### src/logic/icc_regs.svh
// Register offsets, field positions, reset values and timing counts for the capture channel.
// Assumes inclusion by bare name from the package or design files.
`ifndef ICC_REGS_SVH
`define ICC_REGS_SVH

`define ICC_ADDR_EDGE_CFG   8'ha3
`define ICC_ADDR_OPT_CTRL   8'ha4
`define ICC_ADDR_IRQ_MASK   8'ha5
`define ICC_EDGE_SEL_HI     3
`define ICC_EDGE_SEL_LO     2
`define ICC_BIT_TIMER_CLEAR_ON_CAPTURE        6
`define ICC_BIT_FILT_EN     3
`define ICC_BIT_FLAG        0
`define ICC_RST_EDGE_CFG    8'h00
`define ICC_RST_OPT_CTRL    8'h00
`define ICC_RST_IRQ_MASK    8'h00
`define ICC_FILT_TIME_NS    150
`define ICC_CLK_PERIOD_NS   50
`define ICC_FILT_CYCLES     ((`ICC_FILT_TIME_NS + `ICC_CLK_PERIOD_NS - 1) / `ICC_CLK_PERIOD_NS)

`endif

### src/logic/icc_pkg.sv
// Types shared by the capture channel modules.
// Assumes the register header sits beside it.
`default_nettype none
package icc_pkg;
  `include "icc_regs.svh"

  // Edge select encodings
  typedef enum logic [1:0] {
    ICC_EDGE_RISE   = 2'h0,
    ICC_EDGE_FALL   = 2'h1,
    ICC_EDGE_EITHER = 2'h2,
    ICC_EDGE_RSVD   = 2'h3
  } icc_edge_e;

  // Register bus request
  typedef struct packed {
    logic [7:0] addr;
    logic [7:0] wdata;
    logic       wr;
    logic       rd;
  } icc_bus_req_s;
endpackage
`default_nettype wire

### src/logic/icc_capture.sv
// Input capture channel zero: edge detect, flag, timer clear, registers, interrupt.
// Assumes a byte register port and a pin asynchronous to clk_i.
// A pin pulse seen by fewer than two samples never reaches the edge detector, filter or not.
// Timer 0 itself sits outside; t0_clear_o is only its clear request.
// Reset should last four clocks or more so that the synchroniser is flushed.
// Reserved edge code 11 is stored as written but captures nothing.
//
// Summary of operation
// (RULE_01) Edge select 00 captures rising, 01 falling, 10 either edge, and 11 is reserved.
// (RULE_02) The edge select sits in bits 3:2 of the edge config register; other bits are reserved.
// (RULE_03) With the timer clear bit (bit 6 of option control) set, each capture pulses a Timer 0 clear.
// (RULE_04) With the timer clear bit zero, a capture leaves Timer 0 alone.
// (RULE_05) Bit 3 of option control enables the input noise filter; when clear the input goes unfiltered.
// (RULE_06) A qualifying edge sets the event flag, bit 0 of option control, one clock after detection; the code sets it two clocks after.
//
// The strobed register port is this design's own decision.
`timescale 1ns/1ps
`default_nettype none
module icc_capture
  import icc_pkg::*;
(
  input  wire logic       clk_i,      // System clock 20 MHz
  input  wire logic       rst_n_i,    // Synchronous reset, low
  input  wire logic [7:0] addr_i,     // Register address
  input  wire logic [7:0] wdata_i,    // Write data
  input  wire logic       wr_i,       // Write strobe
  input  wire logic       rd_i,       // Read strobe
  output logic      [7:0] rdata_o,    // Read data, next cycle
  input  wire logic       cap_pin_i,  // Capture pin
  output logic            capture_o,  // Capture pulse
  output logic            t0_clear_o, // Timer 0 clear pulse
  output logic            irq_o       // Interrupt level
);
  icc_bus_req_s req;
  logic [7:0]   edge_cfg_q;
  logic         timer_clear_on_capture_q;
  logic         filt_en_q;
  logic         flag_q;
  logic         mask_q;
  logic         level;
  logic         level_q;
  logic         hit;
  logic         hit_q;
  icc_edge_e    sel;

  // Decode a register write
  function automatic logic wr_hit(input icc_bus_req_s r, input logic [7:0] a);
    return r.wr && (r.addr == a);
  endfunction

  assign req = '{addr: addr_i, wdata: wdata_i, wr: wr_i, rd: rd_i};
  assign sel = icc_edge_e'(edge_cfg_q[`ICC_EDGE_SEL_HI:`ICC_EDGE_SEL_LO]);

  // Pin synchroniser and filter
  // (RULE_05) filter enable bit
  icc_filter u_filter (
    .clk_i     (clk_i),
    .rst_n_i   (rst_n_i),
    .pin_i     (cap_pin_i),
    .filt_en_i (filt_en_q),
    .level_o   (level)
  );

  // Previous level for edge detection
  always_ff @(posedge clk_i) begin
    if (!rst_n_i) begin
      level_q <= 1'b0;
    end else begin
      level_q <= level;
    end
  end

  // (RULE_01) edge qualification
  always_comb begin
    case (sel)
      ICC_EDGE_RISE:   hit = level & ~level_q;
      ICC_EDGE_FALL:   hit = ~level & level_q;
      ICC_EDGE_EITHER: hit = level ^ level_q;
      default:         hit = 1'b0;
    endcase
  end

  // (RULE_06) detect registered into hit_q; flag set two clocks after detect
  always_ff @(posedge clk_i) begin
    if (!rst_n_i) begin
      hit_q <= 1'b0;
    end else begin
      hit_q <= hit;
    end
  end

  // (RULE_02) edge config register, reserved bits held zero
  always_ff @(posedge clk_i) begin
    if (!rst_n_i) begin
      edge_cfg_q <= `ICC_RST_EDGE_CFG;
    end else if (wr_hit(req, `ICC_ADDR_EDGE_CFG)) begin
      edge_cfg_q <= wdata_i & 8'h0c;
    end
  end

  // Option control bits and mask
  always_ff @(posedge clk_i) begin
    if (!rst_n_i) begin
      timer_clear_on_capture_q    <= 1'b0;
      filt_en_q <= 1'b0;
      mask_q    <= 1'b0;
    end else begin
      if (wr_hit(req, `ICC_ADDR_OPT_CTRL)) begin
        timer_clear_on_capture_q    <= wdata_i[`ICC_BIT_TIMER_CLEAR_ON_CAPTURE];
        filt_en_q <= wdata_i[`ICC_BIT_FILT_EN];
      end
      if (wr_hit(req, `ICC_ADDR_IRQ_MASK)) begin
        mask_q <= wdata_i[`ICC_BIT_FLAG];
      end
    end
  end

  // (RULE_06) sticky flag, write one clears, set wins
  always_ff @(posedge clk_i) begin
    if (!rst_n_i) begin
      flag_q <= 1'b0;
    end else if (hit_q) begin
      flag_q <= 1'b1;
    end else if (wr_hit(req, `ICC_ADDR_OPT_CTRL) && wdata_i[`ICC_BIT_FLAG]) begin
      flag_q <= 1'b0;
    end
  end

  // Capture and timer clear pulses
  always_ff @(posedge clk_i) begin
    if (!rst_n_i) begin
      capture_o  <= 1'b0;
      t0_clear_o <= 1'b0;
    end else begin
      capture_o  <= hit_q;
      // (RULE_03) clear Timer 0 on capture
      // (RULE_04) no clear when bit is zero
      t0_clear_o <= hit_q & timer_clear_on_capture_q;
    end
  end

  // Read data register
  always_ff @(posedge clk_i) begin
    if (!rst_n_i) begin
      rdata_o <= 8'h00;
    end else if (req.rd) begin
      case (req.addr)
        `ICC_ADDR_EDGE_CFG: rdata_o <= edge_cfg_q;
        `ICC_ADDR_OPT_CTRL: rdata_o <= {1'b0, timer_clear_on_capture_q, 2'h0, filt_en_q, 2'h0, flag_q};
        `ICC_ADDR_IRQ_MASK: rdata_o <= {7'h00, mask_q};
        default:            rdata_o <= 8'h00;
      endcase
    end else begin
      rdata_o <= 8'h00;
    end
  end

  // Interrupt level
  assign irq_o = flag_q & mask_q;

  // (RULE_06) flag follows detection
  chk_flag_after_hit: assert property (@(posedge clk_i) disable iff (!rst_n_i) hit |=> ##1 flag_q) // RULE_06
    else $error("flag not set after edge");

  // (RULE_03) clear follows capture
  chk_clear_on_cap: assert property (@(posedge clk_i) disable iff (!rst_n_i)
    hit_q && timer_clear_on_capture_q |=> t0_clear_o) // RULE_03
    else $error("timer clear missing");

  // (RULE_04) no clear when disabled
  chk_no_clear_off: assert property (@(posedge clk_i) disable iff (!rst_n_i)
    t0_clear_o |-> $past(timer_clear_on_capture_q)) // RULE_04
    else $error("timer cleared while disabled");

  // (RULE_01) rising only in rising mode
  chk_rise_mode: assert property (@(posedge clk_i) disable iff (!rst_n_i)
    hit && sel == ICC_EDGE_RISE |-> level && !level_q) // RULE_01
    else $error("rising mode wrong edge");

  // (RULE_01) falling only in falling mode
  chk_fall_mode: assert property (@(posedge clk_i) disable iff (!rst_n_i)
    hit && sel == ICC_EDGE_FALL |-> !level && level_q) // RULE_01
    else $error("falling mode wrong edge");

  // (RULE_01) reserved code never fires
  chk_rsvd_quiet: assert property (@(posedge clk_i) disable iff (!rst_n_i)
    sel == ICC_EDGE_RSVD |-> !hit) // RULE_01
    else $error("reserved code triggered");

  // (RULE_02) reserved bits stay zero
  chk_rsvd_bits: assert property (@(posedge clk_i) disable iff (!rst_n_i)
    (edge_cfg_q & 8'hf3) == 8'h00) // RULE_02
    else $error("reserved config bits set");

  // (RULE_05) filter follows written bit
  chk_filt_write: assert property (@(posedge clk_i) disable iff (!rst_n_i)
    wr_hit(req, `ICC_ADDR_OPT_CTRL) |=> filt_en_q == $past(wdata_i[`ICC_BIT_FILT_EN])) // RULE_05
    else $error("filter enable not stored");

  // (RULE_06) capture pulse follows detection
  chk_cap_follows: assert property (@(posedge clk_i) disable iff (!rst_n_i) // RULE_06
    hit_q |=> capture_o)
    else $error("capture pulse missing");

  // (RULE_06) capture pulse has a cause
  chk_cap_cause: assert property (@(posedge clk_i) disable iff (!rst_n_i) // RULE_06
    capture_o |-> $past(hit_q))
    else $error("capture pulse without edge");

  // (RULE_06) flag set by a delayed hit
  chk_flag_set: assert property (@(posedge clk_i) disable iff (!rst_n_i) // RULE_06
    hit_q |=> flag_q)
    else $error("flag not set by capture");

  // (RULE_06) write one clears the flag
  chk_flag_clear: assert property (@(posedge clk_i) disable iff (!rst_n_i) // RULE_06
    flag_q && !hit_q && wr_hit(req, `ICC_ADDR_OPT_CTRL) && wdata_i[`ICC_BIT_FLAG] |=> !flag_q)
    else $error("flag not cleared");

  // (RULE_06) flag is sticky
  chk_flag_hold: assert property (@(posedge clk_i) disable iff (!rst_n_i) // RULE_06
    flag_q && !(wr_hit(req, `ICC_ADDR_OPT_CTRL) && wdata_i[`ICC_BIT_FLAG]) |=> flag_q)
    else $error("flag dropped without clear");

  // (RULE_06) interrupt needs an unmasked flag
  chk_irq_needs_flag: assert property (@(posedge clk_i) disable iff (!rst_n_i) // RULE_06
    irq_o |-> flag_q && mask_q)
    else $error("interrupt without unmasked flag");

  // (RULE_06) mask follows written bit
  chk_mask_write: assert property (@(posedge clk_i) disable iff (!rst_n_i) // RULE_06
    wr_hit(req, `ICC_ADDR_IRQ_MASK) |=> mask_q == $past(wdata_i[`ICC_BIT_FLAG]))
    else $error("mask not stored");

  // (RULE_03) clear only beside a capture
  chk_clear_with_cap: assert property (@(posedge clk_i) disable iff (!rst_n_i) // RULE_03
    t0_clear_o |-> capture_o)
    else $error("timer clear without capture");

  // (RULE_04) capture with bit zero leaves timer
  chk_no_clear_zero: assert property (@(posedge clk_i) disable iff (!rst_n_i) // RULE_04
    hit_q && !timer_clear_on_capture_q |=> !t0_clear_o)
    else $error("timer cleared with bit zero");

  // (RULE_03) timer clear bit follows write
  chk_timer_clear_on_capture_write: assert property (@(posedge clk_i) disable iff (!rst_n_i) // RULE_03
    wr_hit(req, `ICC_ADDR_OPT_CTRL) |=> timer_clear_on_capture_q == $past(wdata_i[`ICC_BIT_TIMER_CLEAR_ON_CAPTURE]))
    else $error("timer clear bit not stored");

  // (RULE_01) rising mode catches every rise
  chk_rise_hit: assert property (@(posedge clk_i) disable iff (!rst_n_i) // RULE_01
    sel == ICC_EDGE_RISE && level && !level_q |-> hit)
    else $error("rising edge missed");

  // (RULE_01) falling mode catches every fall
  chk_fall_hit: assert property (@(posedge clk_i) disable iff (!rst_n_i) // RULE_01
    sel == ICC_EDGE_FALL && !level && level_q |-> hit)
    else $error("falling edge missed");

  // (RULE_01) either mode catches both
  chk_either_hit: assert property (@(posedge clk_i) disable iff (!rst_n_i) // RULE_01
    sel == ICC_EDGE_EITHER && (level != level_q) |-> hit)
    else $error("edge missed in either mode");

  // (RULE_01) reserved code leaves no delayed hit
  chk_rsvd_no_cap: assert property (@(posedge clk_i) disable iff (!rst_n_i) // RULE_01
    sel == ICC_EDGE_RSVD |=> !hit_q)
    else $error("reserved code captured");

  // (RULE_02) edge field follows write
  chk_edge_write: assert property (@(posedge clk_i) disable iff (!rst_n_i) // RULE_02
    wr_hit(req, `ICC_ADDR_EDGE_CFG) |=> edge_cfg_q[3:2] == $past(wdata_i[3:2]))
    else $error("edge select not stored");

  // (RULE_02) edge config reads back
  chk_cfg_read: assert property (@(posedge clk_i) disable iff (!rst_n_i) // RULE_02
    rd_i && addr_i == `ICC_ADDR_EDGE_CFG |=> rdata_o == $past(edge_cfg_q))
    else $error("edge config read wrong");

  // (RULE_05) filter bit reads back
  chk_filt_read: assert property (@(posedge clk_i) disable iff (!rst_n_i) // RULE_05
    rd_i && addr_i == `ICC_ADDR_OPT_CTRL |=> rdata_o[`ICC_BIT_FILT_EN] == $past(filt_en_q))
    else $error("filter bit read wrong");

  // (RULE_03) timer clear bit reads back
  chk_timer_clear_on_capture_read: assert property (@(posedge clk_i) disable iff (!rst_n_i) // RULE_03
    rd_i && addr_i == `ICC_ADDR_OPT_CTRL |=> rdata_o[`ICC_BIT_TIMER_CLEAR_ON_CAPTURE] == $past(timer_clear_on_capture_q))
    else $error("timer clear bit read wrong");

  // Read data idle between reads
  chk_rdata_idle: assert property (@(posedge clk_i) disable iff (!rst_n_i)
    !rd_i |=> rdata_o == 8'h00)
    else $error("read data not idle");

  // Unmapped reads return zero
  chk_unmapped_read: assert property (@(posedge clk_i) disable iff (!rst_n_i)
    rd_i && addr_i != `ICC_ADDR_EDGE_CFG && addr_i != `ICC_ADDR_OPT_CTRL && addr_i != `ICC_ADDR_IRQ_MASK
    |=> rdata_o == 8'h00)
    else $error("unmapped read not zero");

  // Outputs quiet through reset
  chk_reset_quiet: assert property (@(posedge clk_i)
    !rst_n_i |=> !flag_q && !capture_o && !t0_clear_o && rdata_o == 8'h00)
    else $error("outputs active in reset");
endmodule
`default_nettype wire

### src/logic/icc_filter.sv
// Three-stage pin synchroniser with an optional noise filter.
// Assumes a single clock; the pin is asynchronous to it.
`timescale 1ns/1ps
`default_nettype none
module icc_filter
  import icc_pkg::*;
(
  input  wire logic clk_i,     // System clock
  input  wire logic rst_n_i,   // Synchronous reset, low
  input  wire logic pin_i,     // Raw capture pin
  input  wire logic filt_en_i, // Filter enable
  output logic      level_o    // Cleaned level
);
  localparam int unsigned FILT_N = `ICC_FILT_CYCLES;

  logic [2:0] sync_q;
  logic [1:0] cnt_q;
  logic       stable_q;

  // Three flops; a change counts once the last two agree
  always_ff @(posedge clk_i) begin
    if (!rst_n_i) begin
      sync_q <= 3'h0;
    end else begin
      sync_q <= {sync_q[1:0], pin_i};
    end
  end

  // Filter: new level must hold for FILT_N agreeing samples
  always_ff @(posedge clk_i) begin
    if (!rst_n_i) begin
      cnt_q    <= 2'h0;
      stable_q <= 1'b0;
    end else if (sync_q[2] != sync_q[1] || sync_q[2] == stable_q) begin
      cnt_q <= 2'h0;
    end else if (cnt_q == 2'(FILT_N - 1)) begin
      cnt_q    <= 2'h0;
      stable_q <= sync_q[2];
    end else begin
      cnt_q <= cnt_q + 2'h1;
    end
  end

  // Bypass when filter is off
  always_comb begin
    if (filt_en_i) begin
      level_o = stable_q;
    end else begin
      level_o = (sync_q[2] == sync_q[1]) ? sync_q[2] : stable_q;
    end
  end
endmodule
`default_nettype wire

### config.mk
export PLATFORM = sky130hd
export DESIGN_NAME = icc_capture
export DESIGN_NICKNAME = d
export VERILOG_FILES = /design/src/logic/icc_pkg.sv /design/src/logic/icc_capture.sv /design/src/logic/icc_filter.sv
export VERILOG_INCLUDE_DIRS = /design/src /design/src/logic
export SDC_FILE = /design/constraint.sdc
export NUM_CORES = 1
export LEC_CHECK = 0
export ABC_AREA = 0
export BUFFER_PORTS_ARGS = -buffer_cell sky130_fd_sc_hd__buf_2
export CORE_MARGIN = 4
export CORE_UTILIZATION = 40
export CTS_CLUSTER_SIZE = 30
export DETAILED_ROUTE_END_ITERATION = 6
export GPL_ROUTABILITY_DRIVEN = 0
export PLACE_DENSITY = 0.65
export SLEW_MARGIN = 20
export SYNTH_ARGS = -nofsm -noshare
export SYNTH_HDL_FRONTEND = slang
export SYNTH_SLANG_ARGS = --single-unit
export TNS_END_PERCENT = 50
### constraint.sdc
create_clock -name clk_i -period 1.7 [get_ports clk_i]
set_input_delay 0.17 -clock clk_i [delete_from_list [all_inputs] [get_ports clk_i]]
set_output_delay 0.17 -clock clk_i [all_outputs]
set_load 0.05 [all_outputs]
# Yosys cells after proc, flatten, opt, wreduce, memory -nomap -nowiden
# Index checks and enable logic that the tools add are counted.
dict set report classes {
  addsub 1
  mul 0
  div 0
  magnitude_cmp 0
  eq_ne 9
  shift 0
  mux 6
  bitwise 9
  reduce_logical 10
}
# cell count
set ops {}
lappend ops {{== test 8 bit, second input constant} 3}
lappend ops {{one-hot mux 7 bit (3 select lines)} 1}
lappend ops {{bitwise AND 1 bit} 4}
lappend ops {{== test 2 bit, second input constant} 2}
lappend ops {{logical AND 1 bit} 4}
lappend ops {{2-to-1 mux 1 bit} 4}
lappend ops {{inverter 1 bit} 4}
lappend ops {{AND reduction 2 bit} 2}
lappend ops {{one-hot mux 1 bit (3 select lines)} 1}
lappend ops {{OR reduction 3 bit} 1}
lappend ops {{adder 2 x 1 -> 2 bit, second input constant} 1}
lappend ops {{== test 1 bit} 2}
lappend ops {{== test 2 x 1 -> 1 bit, second input constant} 1}
lappend ops {{zero test 2 bit} 1}
lappend ops {{nonzero test 2 bit} 1}
lappend ops {{logical OR 1 bit} 1}
lappend ops {{inequality test 1 bit} 1}
lappend ops {{bitwise XOR 1 bit} 1}
dict set report word_totals {
  register_bits 24
  latchBits 0
  mem_bits_rw 0
  mem_bits_ro 0
  in_bits 21
  output_inout_bits 11
  mem_count 0
}

# Depth between registers and ports, before layout
dict set report depth {
  depth_word 6
  mapped_depth 7
  mapped_depth_nobuf 7
}

# Cells and area by module
# Synthesis repeated with hierarchy kept, for this count alone.
dict set report hier_totals {
  hier_cells 105
  hier_area_um2 977.2
}
# mod instances cells_per_inst area_each_um2 seq_area_each_um2
set modules_own_cells {}
lappend modules_own_cells {icc_capture 1 79 744.5 280.3}
lappend modules_own_cells {icc_filter 1 26 232.7 120.1}

# Worst setup path before layout
# OpenSTA, ideal clock, no wires.
dict set report synth_timing {
  path_type {reg2reg}
  from {reg u_filter.sync_q[1]}
  to {reg hit_q}
  t_arrival_ps 1201
  slack_ps 381
  stages_incl_launch_ff 7
  path_buffers 0
  synth_period_minus_slack_ps 1319
  cell_sequence {dfxtp_1 -> nor2b_1 -> o21ai_1 -> nand2_1 -> ha_1 -> mux2i_1 -> a32o_1}
}
dict set report synth_via {
  elab_chain_len 6
}
# element line_no
set synth_lines {}
lappend synth_lines {{start: declaration} icc_filter.sv:16} ;# logic [2:0] sync_q;
lappend synth_lines {{start signal: assignment} icc_filter.sv:25} ;# sync_q <= {sync_q[1:0], pin_i};
lappend synth_lines {{== test 1 bit *} icc_filter.sv:49} ;# level_o = (sync_q[2] == sync_q[1]) ? sync_q[2] : stable_q;
lappend synth_lines {{2-to-1 mux 1 bit *} icc_filter.sv:49}
lappend synth_lines {{2-to-1 mux 1 bit *} icc_filter.sv:46} ;# if (filt_en_i) begin
lappend synth_lines {{inverter 1 bit} icc_capture.sv:77} ;# ICC_EDGE_FALL: hit = ~level & level_q;
lappend synth_lines {{bitwise AND 1 bit} icc_capture.sv:77}
lappend synth_lines {{one-hot mux 1 bit (3 select lines) *} icc_capture.sv:75} ;# case (sel)
lappend synth_lines {{end signal: assignment} icc_capture.sv:88} ;# hit_q <= hit;
lappend synth_lines {{end: declaration} icc_capture.sv:43} ;# logic hit_q;
# Mark *: on every way between the ends. The rest lies on a longest branch, timed or not.
# A chain may end at the register's enable or synchronous reset.

# Final worst setup path
# Ends and elaborated chain as after synthesis.

==> metrics.txt <==
Final WS setup 0.270 ns; hold_buf cts 0; iteration-0 DRC count of the detailed router 13; cell area after synthesis 930 sq um; TritonRoute pass-1 iters 4; FF-to-FF Start u_filter.sync_q[1]$_SDFF_PN0_; Hold Crit Endpoint u_filter.sync_q[0]$_SDFF_PN0_; CORE AREA 2210 sq um; Root Buffer clkbuf_4; hold depth 2; leak pwr 0.000470 uW; critical path capture point type register; Worst EP required 1.90 ns; Final ANT Viol Nets 0; Die Y 56.2 um; Post-CTS Setup Bufs 0; Yosys reg bits 20; Initial Util 42.0%; row cnt 17; average routed wire per standard cell 11.1 um; Via Count 680; HP Start cap_pin_i; Max VDD drop 0.000355 V; cts bufs inserted 3; pre-CTS setup slack 0.260 ns; worst-skew pair later-pin latency 0.29 ns; f_max 699 MHz; final setup violating endpoints 0; CTS sink count 20; RSZ-0062 raised after global routing false; skew final 0.00695 ns; part of the Yosys area used for sequential elements 43.1%; min Tclk post-route 1.43 ns; P&R area growth vs syn 15.6%; first-pass GRT wire length 2600 um; GR Util All Layers 10.4%; Reg2Reg Depth 6; crit path DAT 1.63 ns; port bufs 23; DRC Markers 0; Final #Nets 139; status completed; final hold vios 0; slowest CP cell dfxtp_1; Slew Viols, Final 0; share of cells above drive strength 1 28.1%; total gr overflow 0; CP cell instances nor2b_1 -> o21ai_1 -> nand2_1 -> ha_1 -> mux2i_1 -> a32o_1; Mapped Cells 91; reg2reg end hit_q$_SDFF_PN0_; Die Area 3160 sq um; worst reg2reg setup slack 0.27 ns; vias in the first global route 622; yosys warns 0; width of the die 56.2 um; critical path type register to register; H-tree levels 1; Antenna Cells 0; largest net degree at the start of global routing 22; Post-CTS Resized 0; worst-path maximum fanout 7; hold_ws 0.0826 ns; CTS tree done; io pins 32; maximum clock insertion buffer count 2; Distinct cells, synth 31; Clk pin slew, worst setup/hold paths 0.11 ns; setup TNS 0 ns; CP peak stage delay 0.37 ns; Max Cap Viol 0; initial antenna violation count 0; Startpoint Class register; Mapped Avg Cell Area 10.2 sq um; Worst Hold Class input pin to register; hpwl dp 1250 um; period utilisation layout 84.1%; total wire length 1580 um; power per cell area 708 nW/um^2; detailed-route vias per instance 4.79
-- state kept, by name (all words and copies together), names as in the netlist --
register,flops
timer_clear_on_capture_q,1
mask_q,1
rdata_o,4
filt_en_q,1
level_q,1
edge_cfg_q,2
flag_q,1
u_filter.cnt_q,2
u_filter.sync_q,3
t0_clear_o,1
capture_o,1
hit_q,1
u_filter.stable_q,1
-- cells in the final DEF, fill, tap and decap left out, types with 4 or more instances in the layout --
master	instances
buf_2	23
dfxtp_1	20
nand2_1	12
mux2i_1	7
inv_1	6
and2_1	5
conb_1	4
-- synth_stat cells, drive strengths merged --
cell / number / area [sq um]
mux2i: 7 / 70.1
nand4bb: 1 / 27.5
nor4b: 3 / 71.3
buf: 5 / 35.0
a21o: 1 / 7.51
and4b: 1 / 10.0
and3b: 2 / 17.5
conb: 1 / 3.75
ha: 2 / 25.0
nand2: 12 / 45.0
o21ai: 4 / 20.0
nor3b: 2 / 20.0
dfxtp: 20 / 400
nor2: 3 / 11.3
a21boi: 2 / 15.0
nor3: 1 / 5.00
nor2b: 2 / 12.5
and2: 5 / 31.3
a22oi: 1 / 7.51
a32o: 1 / 10.0
nand3b: 1 / 7.51
clkbuf: 1 / 3.75
and3: 3 / 18.8
or3: 1 / 11.3
inv: 6 / 22.5
o211ai: 1 / 7.51
a31oi: 1 / 6.26
nor4: 1 / 6.26
-- critical path, delay by kind of cell (launching register included) --
| family | cells | cell delay [ns] |
|---|---|---|
| flip-flops | 1 | 0.37 |
| multiplexers | 1 | 0.06 |
| AND/OR/NAND/NOR | 2 | 0.23 |
| AO/OA/AOI/OAI | 2 | 0.41 |
| adder cells (fa/ha/maj) | 1 | 0.28 |
-- report_power, final --
part	leakage, uW	total, uW	switching, uW	internal, uW
sequential	0.000162	474	2.46	472
clock	0.0000138	213	130	82.3
combinational	0.000295	74.6	47.5	27.2
total	0.000470	761	180	581
-- cells by family after synthesis --
| kind of cell | synth area share (%) |
|---|---|
| DFF | 43.1 |
| and+or+nand+nor | 31.8 |
| adders and majority gates | 2.69 |
| muxes | 7.54 |
| AOI/OAI and AO/OA | 7.94 |
| buffers and inverters | 6.59 |
| other | 0.403 |
-- stage by stage --
| step | std cells | total power (uW) | util [%] | area [sq um] |
|---|---|---|---|---|
| 4_1_cts | 142 | 777 | 48.6 | 1070 |
| 3_3_place_gp | 139 | 558 | 47.6 | 1050 |
| 5_1_grt | 142 | 800 | 48.6 | 1070 |
| 6_report | 142 | 761 | 48.6 | 1070 |
| 3_5_place_dp | 139 | 559 | 47.6 | 1050 |
| 2_1_floorplan | 94 | 538 | - | 941 |
-- worst max-delay path by stage --
stage / start / endpoint / slack, ns / depth (start not counted)
after global placement: u_filter.sync_q[1]$_SDFF_PN0_ / hit_q$_SDFF_PN0_ / 0.31 / 6
after global routing: u_filter.sync_q[1]$_SDFF_PN0_ / hit_q$_SDFF_PN0_ / 0.18 / 5
final: u_filter.sync_q[1]$_SDFF_PN0_ / hit_q$_SDFF_PN0_ / 0.27 / 6
after CTS: u_filter.sync_q[1]$_SDFF_PN0_ / hit_q$_SDFF_PN0_ / 0.25 / 6
after detailed placement: u_filter.sync_q[1]$_SDFF_PN0_ / hit_q$_SDFF_PN0_ / 0.26 / 6
after floorplan: u_filter.sync_q[1]$_SDFF_PN0_ / hit_q$_SDFF_PN0_ / 0.38 / 6
-- layout make-up --
type / instances / area (sq um)
fill: 222 / 1140
timing repair buffer: 23 / 115
clock buffer: 3 / 22.5
multi-input combinational: 62 / 479
inverter: 6 / 22.5
sequential: 20 / 400
tap: 28 / 35.0
-- layer usage --
layer  wire (um)  vias to the layer above  track usage, %
li1            -                      354               -
met1         753                      314            12.4
met2         773                       12            16.9
met3          56                        0            2.55
met4           0                        0            6.10
met5           0                        -               0
(Power assumes the default switching activity.)
